$ cat src/verilog/ddt_map.svh
// register offsets, field positions, reset values and timing counts for the dual timer
`ifndef DDT_MAP_SVH
`define DDT_MAP_SVH
`define DDT_OFS_LOAD1    12'h000
`define DDT_OFS_VALUE1   12'h004
`define DDT_OFS_CTRL1    12'h008
`define DDT_OFS_ICLR1    12'h00c
`define DDT_OFS_RIS1     12'h010
`define DDT_OFS_MIS1     12'h014
`define DDT_OFS_BGLOAD1  12'h018
`define DDT_OFS_STRIDE   12'h020
`define DDT_OFS_ID0      12'hfe0
`define DDT_OFS_ID1      12'hfe4
`define DDT_CTRL_ONESHOT 0
`define DDT_CTRL_SIZE32  1
`define DDT_CTRL_PRE_LO  2
`define DDT_CTRL_IRQEN   5
`define DDT_CTRL_PERIOD  6
`define DDT_CTRL_RUN     7
`define DDT_CTRL_RESET   8'h20
`define DDT_VALUE_RESET  32'h0fffffff
`define DDT_LOAD_RESET   32'h00000000
`define DDT_PRE_DIV16    8'h0f
`define DDT_PRE_DIV256   8'hff
`define DDT_ID0_VALUE    32'h0000d7e1
`define DDT_ID1_VALUE    32'h00000001
`endif

$ cat src/verilog/ddt_pkg.sv
// types shared by the dual down counter timer
package ddt_pkg;
   // control fields of one counter
   typedef struct packed {
      logic       run;
      logic       periodic;
      logic       irq_en;
      logic [1:0] pre;
      logic       size32;
      logic       oneshot;
   } ddt_ctrl_s;
   // register side command to one counter
   typedef struct packed {
      logic        load_wr;
      logic        bgload_wr;
      logic        irq_clr;
      logic [31:0] wdata;
   } ddt_cmd_s;
endpackage

$ cat src/verilog/ddt_counter.sv
// one down counter with prescaler, modes and sticky zero flag
`timescale 1ns/1ps
`include "ddt_map.svh"
module ddt_counter
   import ddt_pkg::*;
(
   input  wire logic      clk_sys,
   input  wire logic      rst,
   input  wire logic      count_enable,
   input  wire ddt_ctrl_s ctrl,
   input  wire ddt_cmd_s  cmd,
   output logic [31:0]    load_val,
   output logic [31:0]    count_val,
   output logic           raw_irq
);
   typedef struct packed {
      logic [31:0] load;
      logic [31:0] count;
      logic [7:0]  pre_cnt;
      logic        pend_load;
      logic        halted;
      logic        irq;
   } ddt_cnt_state_s;

   ddt_cnt_state_s s_r;
   ddt_cnt_state_s s_nxt;
   logic [7:0]     pre_top;
   logic           pre_tick;
   logic           at_zero;

   // prescaler terminal count and zero detect
   always_comb begin
      unique case (ctrl.pre)
         2'd1:    pre_top = `DDT_PRE_DIV16;
         2'd2:    pre_top = `DDT_PRE_DIV256;
         default: pre_top = 8'h00;
      endcase
      pre_tick = (s_r.pre_cnt == 8'h00);
      // upper half ignored
      at_zero  = ctrl.size32 ? (s_r.count == 32'h0) : (s_r.count[15:0] == 16'h0);
   end

   // next state of the counter
   always_comb begin
      s_nxt = s_r;
      if (cmd.load_wr || cmd.bgload_wr) begin
         s_nxt.load = cmd.wdata;
      end
      // load write restarts
      if (cmd.load_wr) begin
         s_nxt.pend_load = 1'b1;
         s_nxt.halted    = 1'b0;
      end
      // prescaler gated by enable
      if (count_enable && ctrl.run) begin
         s_nxt.pre_cnt = pre_tick ? pre_top : s_r.pre_cnt - 8'h01;
      end
      // cleared run freezes count
      if (count_enable && ctrl.run && s_r.pend_load && !cmd.load_wr) begin
         s_nxt.count     = s_r.load;
         s_nxt.pend_load = 1'b0;
         s_nxt.pre_cnt   = pre_top;
      // decrement on both enables
      end else if (count_enable && ctrl.run && pre_tick && !s_r.halted
                   && !s_r.pend_load) begin
         if (at_zero) begin
            // zero raises flag
            s_nxt.irq = 1'b1;
            if (ctrl.oneshot) begin
               // one-shot halts
               s_nxt.halted = 1'b1;
            end else if (ctrl.periodic) begin
               // reload from load value
               if (ctrl.size32) s_nxt.count = s_r.load;
               else s_nxt.count[15:0] = s_r.load[15:0];
            end else begin
               // wrap to maximum
               if (ctrl.size32) s_nxt.count = 32'hffffffff;
               else s_nxt.count[15:0] = 16'hffff;
            end
         end else if (ctrl.size32) begin
            s_nxt.count = s_r.count - 32'h1;
         end else begin
            s_nxt.count[15:0] = s_r.count[15:0] - 16'h1;
         end
      end
      // clear only by software, set wins only when the flag was clear
      if (cmd.irq_clr && !(s_nxt.irq && !s_r.irq)) begin
         s_nxt.irq = 1'b0;
      end
   end

   // state register
   always_ff @(posedge clk_sys or posedge rst) begin
      if (rst) begin
         s_r <= '{load: `DDT_LOAD_RESET, count: `DDT_VALUE_RESET, pre_cnt: 8'h00,
                  pend_load: 1'b0, halted: 1'b0, irq: 1'b0};
      end else begin
         s_r <= s_nxt;
      end
   end

   assign load_val  = s_r.load;
   assign count_val = s_r.count;
   assign raw_irq   = s_r.irq;
endmodule

$ cat src/verilog/ddt_top.sv
// dual down counter timer with an AXI4-Lite register slave
//
// Functional notes
// two counters, each 32 or 16 bit
// prescaler divides by 1, 16, 256
// free-running wraps to maximum at zero
// periodic reloads from load at zero
// one-shot halts at zero until reloaded
// load write restarts count at once
// background load waits for next reload
// zero raises interrupt, clear register clears
// per-counter interrupt mask
// value register readable any time
// prescaler steps only with count enable
// counter steps on enable and prescale tick
// defined reset state for each counter
// reset held one cycle, released synchronously
// timer clock synchronous, not above bus
// bus slave decodes, counters on clock
// shared clock, separate count enables
// read-only identification registers
// 16-bit mode uses low half only
// run bit freezes and resumes count
// clear drops interrupt output immediately
// raw and masked status registers
// raw status sticky until cleared
//
// Our own choices: the register addresses and the AXI4-Lite interface to the registers.
`timescale 1ns/1ps
`include "ddt_map.svh"
module ddt_top
   import ddt_pkg::*;
#(
   parameter logic [31:0] ID0_VALUE = `DDT_ID0_VALUE, // arbitrary identification value
   parameter logic [31:0] ID1_VALUE = `DDT_ID1_VALUE  // arbitrary identification value
)(
   input  wire logic        clk_sys,
   input  wire logic        rst,
   input  wire logic        count_enable_first,
   input  wire logic        count_enable_second,
   input  wire logic [11:0] s_axi_awaddr,
   input  wire logic [2:0]  s_axi_awprot,
   input  wire logic        s_axi_awvalid,
   output logic             s_axi_awready,
   input  wire logic [31:0] s_axi_wdata,
   input  wire logic [3:0]  s_axi_wstrb,
   input  wire logic        s_axi_wvalid,
   output logic             s_axi_wready,
   output logic [1:0]       s_axi_bresp,
   output logic             s_axi_bvalid,
   input  wire logic        s_axi_bready,
   input  wire logic [11:0] s_axi_araddr,
   input  wire logic [2:0]  s_axi_arprot,
   input  wire logic        s_axi_arvalid,
   output logic             s_axi_arready,
   output logic [31:0]      s_axi_rdata,
   output logic [1:0]       s_axi_rresp,
   output logic             s_axi_rvalid,
   input  wire logic        s_axi_rready,
   output logic             counter_irq_out_first,
   output logic             counter_irq_out_second,
   output logic             counter_irq_out_either
);
   // whole bus-side state
   typedef struct packed {
      logic        aw_full;
      logic [11:0] aw_addr;
      logic        w_full;
      logic [31:0] w_data;
      logic [3:0]  w_strb;
      logic        bvalid;
      logic [1:0]  bresp;
      logic        rvalid;
      logic [1:0]  rresp;
      logic [31:0] rdata;
      ddt_ctrl_s   ctrl0;
      ddt_ctrl_s   ctrl1;
      logic        irq0;
      logic        irq1;
      logic        irqx;
   } ddt_top_state_s;

   ddt_top_state_s s_r;
   ddt_top_state_s s_nxt;
   ddt_cmd_s       cmd [2];
   logic [31:0]    load_val [2];
   logic [31:0]    count_val [2];
   logic [1:0]     raw_irq;
   logic [1:0]     cen;
   logic           do_write;

   // counter slot of an address, or 2 when outside the counter area
   function automatic logic [1:0] slot_of(input logic [11:0] a);
      if (a < `DDT_OFS_STRIDE) slot_of = 2'd0;
      else if (a < (`DDT_OFS_STRIDE << 1)) slot_of = 2'd1;
      else slot_of = 2'd2;
   endfunction

   // register offset inside a counter slot
   function automatic logic [11:0] reg_of(input logic [11:0] a);
      reg_of = {7'h00, a[4:2], 2'b00};
   endfunction

   // control byte packed as seen by software
   function automatic logic [31:0] ctrl_word(input ddt_ctrl_s c);
      ctrl_word = 32'h0;
      ctrl_word[`DDT_CTRL_ONESHOT]              = c.oneshot;
      ctrl_word[`DDT_CTRL_SIZE32]               = c.size32;
      ctrl_word[`DDT_CTRL_PRE_LO+1:`DDT_CTRL_PRE_LO] = c.pre;
      ctrl_word[`DDT_CTRL_IRQEN]                = c.irq_en;
      ctrl_word[`DDT_CTRL_PERIOD]               = c.periodic;
      ctrl_word[`DDT_CTRL_RUN]                  = c.run;
   endfunction

   function automatic ddt_ctrl_s ctrl_from(input logic [31:0] w);
      ctrl_from.oneshot  = w[`DDT_CTRL_ONESHOT];
      ctrl_from.size32   = w[`DDT_CTRL_SIZE32];
      ctrl_from.pre      = w[`DDT_CTRL_PRE_LO+1:`DDT_CTRL_PRE_LO];
      ctrl_from.irq_en   = w[`DDT_CTRL_IRQEN];
      ctrl_from.periodic = w[`DDT_CTRL_PERIOD];
      ctrl_from.run      = w[`DDT_CTRL_RUN];
   endfunction

   // separate enables per counter
   assign cen      = {count_enable_second, count_enable_first};
   assign do_write = s_r.aw_full && s_r.w_full && !s_r.bvalid;

   // two identical counters
   generate
      for (genvar i = 0; i < 2; i++) begin : g_cnt
         // write strobes for this counter
         always_comb begin
            cmd[i].wdata     = s_r.w_data;
            cmd[i].load_wr   = do_write && slot_of(s_r.aw_addr) == 2'(i)
                               && reg_of(s_r.aw_addr) == `DDT_OFS_LOAD1;
            cmd[i].bgload_wr = do_write && slot_of(s_r.aw_addr) == 2'(i)
                               && reg_of(s_r.aw_addr) == `DDT_OFS_BGLOAD1;
            cmd[i].irq_clr   = do_write && slot_of(s_r.aw_addr) == 2'(i)
                               && reg_of(s_r.aw_addr) == `DDT_OFS_ICLR1;
         end
         ddt_counter u_cnt (
            .clk_sys      (clk_sys),
            .rst          (rst),
            .count_enable (cen[i]),
            .ctrl         (i == 0 ? s_r.ctrl0 : s_r.ctrl1),
            .cmd          (cmd[i]),
            .load_val     (load_val[i]),
            .count_val    (count_val[i]),
            .raw_irq      (raw_irq[i])
         );
      end
   endgenerate

   // bus slave and register file
   always_comb begin
      logic [1:0]  rs;
      logic [11:0] ro;
      logic        mis0;
      logic        mis1;
      logic [31:0] rd;
      logic        ok;
      rs    = slot_of(s_axi_araddr);
      ro    = reg_of(s_axi_araddr);
      mis0  = 1'b0;
      mis1  = 1'b0;
      rd    = 32'h0;
      ok    = 1'b1;
      s_nxt = s_r;
      // accept address and data in either order
      if (s_axi_awvalid && !s_r.aw_full) begin
         s_nxt.aw_full = 1'b1;
         s_nxt.aw_addr = s_axi_awaddr;
      end
      if (s_axi_wvalid && !s_r.w_full) begin
         s_nxt.w_full = 1'b1;
         s_nxt.w_data = s_axi_wdata;
         s_nxt.w_strb = s_axi_wstrb;
      end
      if (do_write) begin
         s_nxt.aw_full = 1'b0;
         s_nxt.w_full  = 1'b0;
         s_nxt.bvalid  = 1'b1;
         s_nxt.bresp   = 2'b00;
         if (slot_of(s_r.aw_addr) == 2'd2) begin
            s_nxt.bresp = 2'b10;
         end else if (reg_of(s_r.aw_addr) == `DDT_OFS_CTRL1 && s_r.w_strb[0]) begin
            if (slot_of(s_r.aw_addr) == 2'd0) s_nxt.ctrl0 = ctrl_from(s_r.w_data);
            else s_nxt.ctrl1 = ctrl_from(s_r.w_data);
         end
      end
      if (s_r.bvalid && s_axi_bready) begin
         s_nxt.bvalid = 1'b0;
      end
      // read decode
      if (s_axi_arvalid && !s_r.rvalid) begin
         if (rs != 2'd2) begin
            unique case (ro)
               `DDT_OFS_LOAD1, `DDT_OFS_BGLOAD1: rd = load_val[rs[0]];
               // value readable any time
               `DDT_OFS_VALUE1: rd = count_val[rs[0]];
               `DDT_OFS_CTRL1:  rd = ctrl_word(rs[0] ? s_r.ctrl1 : s_r.ctrl0);
               // raw and masked status
               `DDT_OFS_RIS1:   rd = {31'h0, raw_irq[rs[0]]};
               `DDT_OFS_MIS1:   rd = {31'h0, rs[0] ? s_r.irq1 : s_r.irq0};
               `DDT_OFS_ICLR1:  rd = 32'h0;
               default:         ok = 1'b0;
            endcase
         // identification words
         end else if (s_axi_araddr == `DDT_OFS_ID0) begin
            rd = ID0_VALUE;
         end else if (s_axi_araddr == `DDT_OFS_ID1) begin
            rd = ID1_VALUE;
         end else begin
            ok = 1'b0;
         end
         s_nxt.rvalid = 1'b1;
         s_nxt.rdata  = rd;
         s_nxt.rresp  = ok ? 2'b00 : 2'b10;
      end else if (s_r.rvalid && s_axi_rready) begin
         s_nxt.rvalid = 1'b0;
      end
      // masked outputs, dropped in the clear cycle
      mis0 = raw_irq[0] && s_r.ctrl0.irq_en && !cmd[0].irq_clr;
      mis1 = raw_irq[1] && s_r.ctrl1.irq_en && !cmd[1].irq_clr;
      s_nxt.irq0 = mis0;
      s_nxt.irq1 = mis1;
      s_nxt.irqx = mis0 || mis1;
   end

   // reset state: stopped, free-running, 16 bit, divide 1, mask open
   always_ff @(posedge clk_sys or posedge rst) begin
      if (rst) begin
         s_r       <= '0;
         s_r.ctrl0 <= ddt_ctrl_s'(7'(`DDT_CTRL_RESET >> 1));
         s_r.ctrl1 <= ddt_ctrl_s'(7'(`DDT_CTRL_RESET >> 1));
      end else begin
         s_r <= s_nxt;
      end
   end

   assign s_axi_awready          = !s_r.aw_full;
   assign s_axi_wready           = !s_r.w_full;
   assign s_axi_bvalid           = s_r.bvalid;
   assign s_axi_bresp            = s_r.bresp;
   assign s_axi_arready          = !s_r.rvalid;
   assign s_axi_rvalid           = s_r.rvalid;
   assign s_axi_rdata            = s_r.rdata;
   assign s_axi_rresp            = s_r.rresp;
   assign counter_irq_out_first  = s_r.irq0;
   assign counter_irq_out_second = s_r.irq1;
   assign counter_irq_out_either = s_r.irqx;
endmodule

$ cat config.mk
export PLATFORM = sky130hd
export DESIGN_NAME = ddt_top
export DESIGN_NICKNAME = d
export VERILOG_FILES = /design/src/verilog/ddt_pkg.sv /design/src/verilog/ddt_counter.sv /design/src/verilog/ddt_top.sv
export VERILOG_INCLUDE_DIRS = /design/src /design/src/verilog
export SDC_FILE = /design/constraint.sdc
export NUM_CORES = 1
export LEC_CHECK = 0
export BUFFER_PORTS_ARGS = -buffer_cell sky130_fd_sc_hd__buf_2
export CORE_MARGIN = 2
export CORE_UTILIZATION = 43
export DETAILED_ROUTE_END_ITERATION = 8
export GPL_TIMING_DRIVEN = 0
export PLACE_DENSITY = 0.73
export SLEW_MARGIN = 20
export SYNTH_ARGS = -nofsm -noshare
export SYNTH_HDL_FRONTEND = slang
export SYNTH_SLANG_ARGS = --single-unit
$ cat constraint.sdc
create_clock -name clk_sys -period 12 [get_ports clk_sys]
set_input_delay 2.4 -clock clk_sys [delete_from_list [all_inputs] [get_ports clk_sys]]
set_output_delay 2.4 -clock clk_sys [all_outputs]
set_load 0.01 [all_outputs]
==> reports/qor.yml, run 1 <==
clk_pin_slew_ns: 0.06
cts_hold_buf: 0
grt_usage: 0.250
whs_path_depth: 2
period_needed_ns: 4.57
cts_resized: 0
clock-root-buffer: "clkbuf_16"
worstPathMaxFanout: 10
clkPwrFrac: 0.250
crit_start: "s_axi_araddr[10]"
die_y_um: 182
p_leak_nw: 7.12
layout_common_cells: "dfrtp_1, mux2_2, buf_2"
final_cells: 1853
worstSetupEndpoint: "s_axi_rdata[26]"
grt_pass1_vias: 11100
drcViolationCount: 0
synth_cell_types: 85
finClkSkew_ns: 0.0317
synth_flop_cell: "dfrtp_1"
cts_setup_buffers: 0
num_antenna_cells: 0
timing.rr.end: "g_cnt[1].u_cnt.count_val[30]"
pwr-share-seq: 0.341
syn_area_um2: 13600
cts_made_buffers: 28
period_share: 0.381
grt_overflow: 0
die_area_um2: 33000
core_area_um2: 31300
layout-drive-gt1-share: 0.299
initial_core_util: 0.434
finalSetupViolations: 0
ys_seq_area_frac: 0.462
end_kind: "flip-flop"
grt_first_pass_wirelength_um: 64500
vias: 11300
max-vdd-ir-drop_v: 0.000143
dpl_worst_slack_ns: 7.01
max_freq_mhz: 219
antenna_left: 0
dr.pass1.iters: 7
status: "finished clean"
hold_viol_final: 0
r2r_start: "g_cnt[1].u_cnt.count_val[0]"
intPower_mw: 2.20
cts_num_sinks: 248
yosys_warnings: 0
gp_congestion: 0.939
fin_ws_ns: 7.43
wl_per_cell_um: 22.3
cp.arrival_ns: 5.05
r2r_slack_ns: 8.67
worst-setup-path-type: "input port to flip-flop"
place_inst: 1801
fin_hold_ws_ns: 0.496
final_common_cell: "dfrtp_1"
first_iter_violations: 931
synth_edf_count: 0
syn_inst: 1292
finalSetupTns_ns: 0
netlist.area_leader.share: 0.350
vias_per_cell: 6.09
grt_start_max_net_pins: 103
maxCapViolations: 0
cts_max_level: 1
power_density_nw_per_um2: 239
async_flop_share: 1.00
io_pins: 119
power_switching_mw: 1.55
drv_slew: 0
insertion_delay_ns: 0.56
num_rows: 65
ff2ff_path_depth: 10
tightestPinTransition_ns: 0.998
cts.path.max_buffers: 3
antenna_found_initial: 1
fillers: 2834
tritoncts: "done"
min_path_type: "flip-flop to flip-flop"
syn_area_per_cell_um2: 10.5
area_delta_synth_final_pct: 15.5
total_power_mw: 3.75
ys_ff_latch: 248
yosys.area.top_type: "dfrtp_1"
post-dp-hpwl_um: 30200
grt_setup_unrepaired: "no"
start_kind: "input port"
die_w_um: 182
layout.nets: 1514
synthTopCellsByArea: "dfrtp_1, dfstp_2, mux2_2"
switching_share: 0.414
finalWirelength_um: 41300
max_slew_margin: 0.335
combinationalPowerShare: 0.409
required_ns: 12.48
io_buffers: 104
worst max-delay path: stages:
cell      delay (ns)
buf_2           0.11
nor4_1          0.35
nand3_1         0.43
clkbuf_1        0.45
buf_1           0.48
nor2_1          0.24
a21oi_1         0.07
o22ai_1         0.33
a22o_1          0.18
per-layer routing:
layer  global-route usage  part of all wire  wire length, um  vias up
met2                0.392              0.45            18700      519
li1                     -                 -                -     5127
met5                    0                 0                0        -
met1                0.345              0.43            17700     5565
met3               0.0548             0.090             3710       79
met4               0.0800             0.031             1270        0
final cells by class:
cell class | count | area (um^2) | area share
multi-input cells | 878 | 6480 | 0.413
inverters | 52 | 203 | 0.0129
clock buffers | 38 | 768 | 0.0490
clock inverters | 14 | 241 | 0.0154
repair buffers | 106 | 576 | 0.0367
well taps | 402 | 503 | 0.0321
plain buffers | 115 | 629 | 0.0401
flip-flops and latches | 248 | 6280 | 0.400
worst min-delay path by stage:
stage | start | to | slack (ns)
after floorplan | g_cnt[1].u_cnt.s_r[1] | g_cnt[1].u_cnt.s_r[1] | 0.45
after global placement | g_cnt[1].u_cnt.count_val[31] | g_cnt[1].u_cnt.count_val[31] | 0.47
after detailed placement | g_cnt[1].u_cnt.s_r[1] | g_cnt[1].u_cnt.s_r[1] | 0.48
after CTS | g_cnt[1].u_cnt.s_r[1] | g_cnt[1].u_cnt.s_r[1] | 0.50
after global routing | s_axi_rdata[12] | s_axi_rdata[12] | 0.52
final | g_cnt[1].u_cnt.s_r[1] | g_cnt[1].u_cnt.s_r[1] | 0.50
cells in the mapped netlist, drive strengths merged (32+ instances only):
cell type and count:
a21oi 60, buf 64, clkbuf 51, dfrtp 190
dfstp 58, inv 52, mux2 120, mux2i 44
nand2 66, nor2 77, nor3 43, o21ai 32
o22a 43, o22ai 62
logic make-up after synthesis:
group	share of synthesized area
AO/OA/AOI/OAI	0.191
adder cells (fa/ha/maj)	0.00921
XOR/XNOR	0.00387
flip-flops	0.462
buffers and inverters	0.0607
multiplexers	0.134
other	0.000276
AND/OR/NAND/NOR	0.139
registers in the layout, indices dropped and copies added, names as in the netlist, 2 cells and up:
signal / cells
g_cnt.u_cnt.raw_irq: 2
s_axi_rdata: 32
s_r: 27
g_cnt.u_cnt.load_val: 64
cmd: 32
g_cnt.u_cnt.count_val: 64
g_cnt.u_cnt.s_r: 20
metrics by stage:
step           utilization  area, um^2
5_1_grt              0.501       15700
3_5_place_dp         0.469       14700
4_1_cts              0.501       15700
2_1_floorplan            -       13600
6_report             0.501       15700
3_3_place_gp         0.467       14600
power by group through the flow:
stage                     registers [mW]  logic [mW]  clock network, mW
final                               1.28        1.53              0.937
after floorplan                     1.19        1.08                  0
after CTS                           1.27        1.51              0.951
after detailed placement            1.28        1.50                  0
after global routing                1.30        1.63              0.990
after global placement              1.28        1.49                  0
No activity file was read; power rests on OpenSTA's default activity.
==> inputs of run 2 (changes only) <==
==> constraint.sdc (replaced) <==
create_clock -name clk_sys -period 4.5 [get_ports clk_sys]
set_input_delay 0.9 -clock clk_sys [delete_from_list [all_inputs] [get_ports clk_sys]]
set_output_delay 0.9 -clock clk_sys [all_outputs]
set_load 0.01 [all_outputs]
==> run 2 against run 1 <==
Effect of this change: power increased to 2.7 times the previous value; clock power rose to 2.7 times the previous value; first-iteration DRC count fell by 3.2%; hold slack got worse by 0.099 ns.
==> reports/qor.yml, run 2 (synthesis gave the netlist of run 1 again) <==
wl_per_cell_um: 22.2  # was 22.3 um
multiInputGateArea_um2: 6480  # unchanged
vias: 11400  # was 11.3k
layout-drive-gt1-share: 0.306  # was 0.299
io_pins: 119  # unchanged
core_area_um2: 31300  # unchanged
period_share: 0.764
final_common_cell: "dfrtp_1"  # unchanged
required_ns: 4.94  # was 12.48 ns
first_iter_violations: 901  # was 931
finalWirelength_um: 41400  # was 41300 um
grt_first_pass_wirelength_um: 64400  # was 64500 um
worstPathMaxFanout: 10  # unchanged
tightestPinTransition_ns: 0.986  # was 0.998 ns
r2r_start: "g_cnt[1].u_cnt.count_val[0]"  # unchanged
num_rows: 65  # unchanged
seq_area_um2: 6280  # unchanged
cts.path.max_buffers: 3  # unchanged
cts_made_buffers: 29  # was 28
cts_num_sinks: 248  # unchanged
dr.pass1.iters: 5  # was 7
grt_start_max_net_pins: 33  # was 103
clk_pin_slew_ns: 0.06  # about the same
cp_slowest_cell: "nor4_1"  # was buf_1
met2_length_um: 18800  # was 18700 um
status: "finished clean"  # unchanged
area_delta_synth_final_pct: 16.7  # was 15.5%
fillers: 2764  # was 2834
io_buffers: 104  # unchanged
initial_core_util: 0.434  # unchanged
cp.arrival_ns: 3.87  # was 5.05 ns
finClkSkew_ns: 0.0158  # was 0.0317 ns
cts_hold_buf: 0  # unchanged
tritoncts: "done"  # unchanged
hold_viol_final: 0  # unchanged
finalSetupTns_ns: 0  # unchanged
cts_resized: 0  # unchanged
drv_slew: 0  # unchanged
clock-root-buffer: "clkbuf_16"  # unchanged
cts_max_level: 1  # unchanged
maxUsedRoutingLayer: "met4"  # unchanged
ff2ff_path_depth: 10  # unchanged
max_slew_margin: 0.341  # was 0.335
grt_pass1_vias: 11200  # was 11.1k
power_density_nw_per_um2: 635  # was 239 nW/um^2
cpPeakStageDelay_ns: 0.69  # was 0.48 ns
p_leak_nw: 7.19  # was 7.12 nW
max_freq_mhz: 291
layout_common_cells: "dfrtp_1, mux2_2, buf_2"  # unchanged
grt_usage: 0.249  # was 0.250
die_w_um: 182  # unchanged
timing.rr.end: "g_cnt[1].u_cnt.count_val[31]"  # was g_cnt[1].u_cnt.count_val[30]
postPlaceCellArea_um2: 14800  # was 14700 um^2
insertion_delay_ns: 0.56  # about the same
num_antenna_cells: 0  # unchanged
die_y_um: 182  # unchanged
maxCapViolations: 0  # unchanged
grt_overflow: 0  # unchanged
max-vdd-ir-drop_v: 0.000423  # was 0.000143 V
antenna_left: 0  # unchanged
grt_setup_unrepaired: "no"  # unchanged
wl_met3_um: 4330  # was 3710 um
met1_length_um: 17200  # was 17700 um
min_path_type: "input port to async pin"  # was flip-flop to flip-flop
start_kind: "flip-flop"  # was input port
cts_setup_buffers: 0  # unchanged
worst-setup-path-type: "flip-flop to flip-flop"  # was input port to flip-flop
antenna_found_initial: 0  # was 1
gp_congestion: 0.954  # was 0.939
finalSetupViolations: 0  # unchanged
die_area_um2: 33000  # unchanged
final_cell_area_um2: 15800  # was 15700 um^2
path_cells: "inv_1 -> ha_1 -> or4b_1 -> nor4_1 -> nor4b_1 -> o21a_1 -> buf_2 -> buf_4 -> a21oi_1 -> o22a_1"  # was buf_2 -> nor4_1 -> nand3_1 -> clkbuf_1 -> buf_1 -> nor2_1 -> a21oi_1 -> o22ai_1 -> a22o_1
vias_per_cell: 6.13  # was 6.09
drcViolationCount: 0  # unchanged
r2r_slack_ns: 1.06  # was 8.67 ns
end_kind: "flip-flop"  # unchanged
period_needed_ns: 3.44
post-dp-hpwl_um: 30700  # was 30200 um
layout.nets: 1522  # was 1514
-- run 2: cell types whose count changed in the layout (fill, tap and decap cells not counted), moves of 2 or more --
cell / change
clkinvlp_4: +3
clkinv_2: -2
buf_12: +7
clkbuf_1: -4
clkbuf_8: +4
inv_6: +3
bufinv_16: -2
-- run 2: critical path, delay by kind of cell, from the launching register on --
family / cells / cell delay, ns
buffers and inverters: 3 / 0.70
AO/OA/AOI/OAI: 3 / 0.49
AND/OR/NAND/NOR: 3 / 1.51
flip-flops: 1 / 0.42
adder cells (fa/ha/maj): 1 / 0.21
-- run 2: final cells by class --
type                       instances  share of cell area
clock buffer                      39              0.0526
sequential                       248               0.396
clock inverter                    15              0.0129
tap                              402              0.0317
buffer                           115              0.0397
timing repair buffer             113              0.0452
inverter                          52              0.0126
multi-input combinational        878               0.409
-- run 2: per-stage QoR --
step           total power, mW  instances  hold slack, ns  utilization  worst slack, ns
6_report                  10.1       1862           0.397        0.506             1.06
5_1_grt                   10.5       1862           0.414        0.506            0.970
4_1_cts                   9.98       1862           0.395        0.506             1.13
3_5_place_dp              7.41       1808           0.484        0.473             1.03
3_3_place_gp              7.36       1799           0.471        0.467            -1.14
2_1_floorplan             6.04       1293           0.451            -            0.388
-- run 2: routing by layer --
metal	GRT usage	vias up
li1	-	5122
met1	0.342	5642
met2	0.394	562
met3	0.0535	85
met4	0.0797	0
met5	0	-
-- run 2: worst max-delay path by stage --
stage | from | endpoint | slack [ns] | depth (start not counted)
detailed placement | s_axi_araddr[2] | s_axi_rdata[0] | 1.03 | 8
global route | s_r[94] | g_cnt[0].u_cnt.count_val[31] | 0.97 | 8
CTS | g_cnt[1].u_cnt.count_val[0] | g_cnt[1].u_cnt.count_val[31] | 1.13 | 10
global placement | rst | cmd[21] | -1.14 | 2
finish | g_cnt[1].u_cnt.count_val[0] | g_cnt[1].u_cnt.count_val[31] | 1.06 | 10
floorplan | rst | cmd[0] | 0.39 | 1
-- run 2: power by group --
part           switching, mW  internal, mW
sequential             0.602          2.82
clock                  0.988          1.54
combinational           2.61          1.51
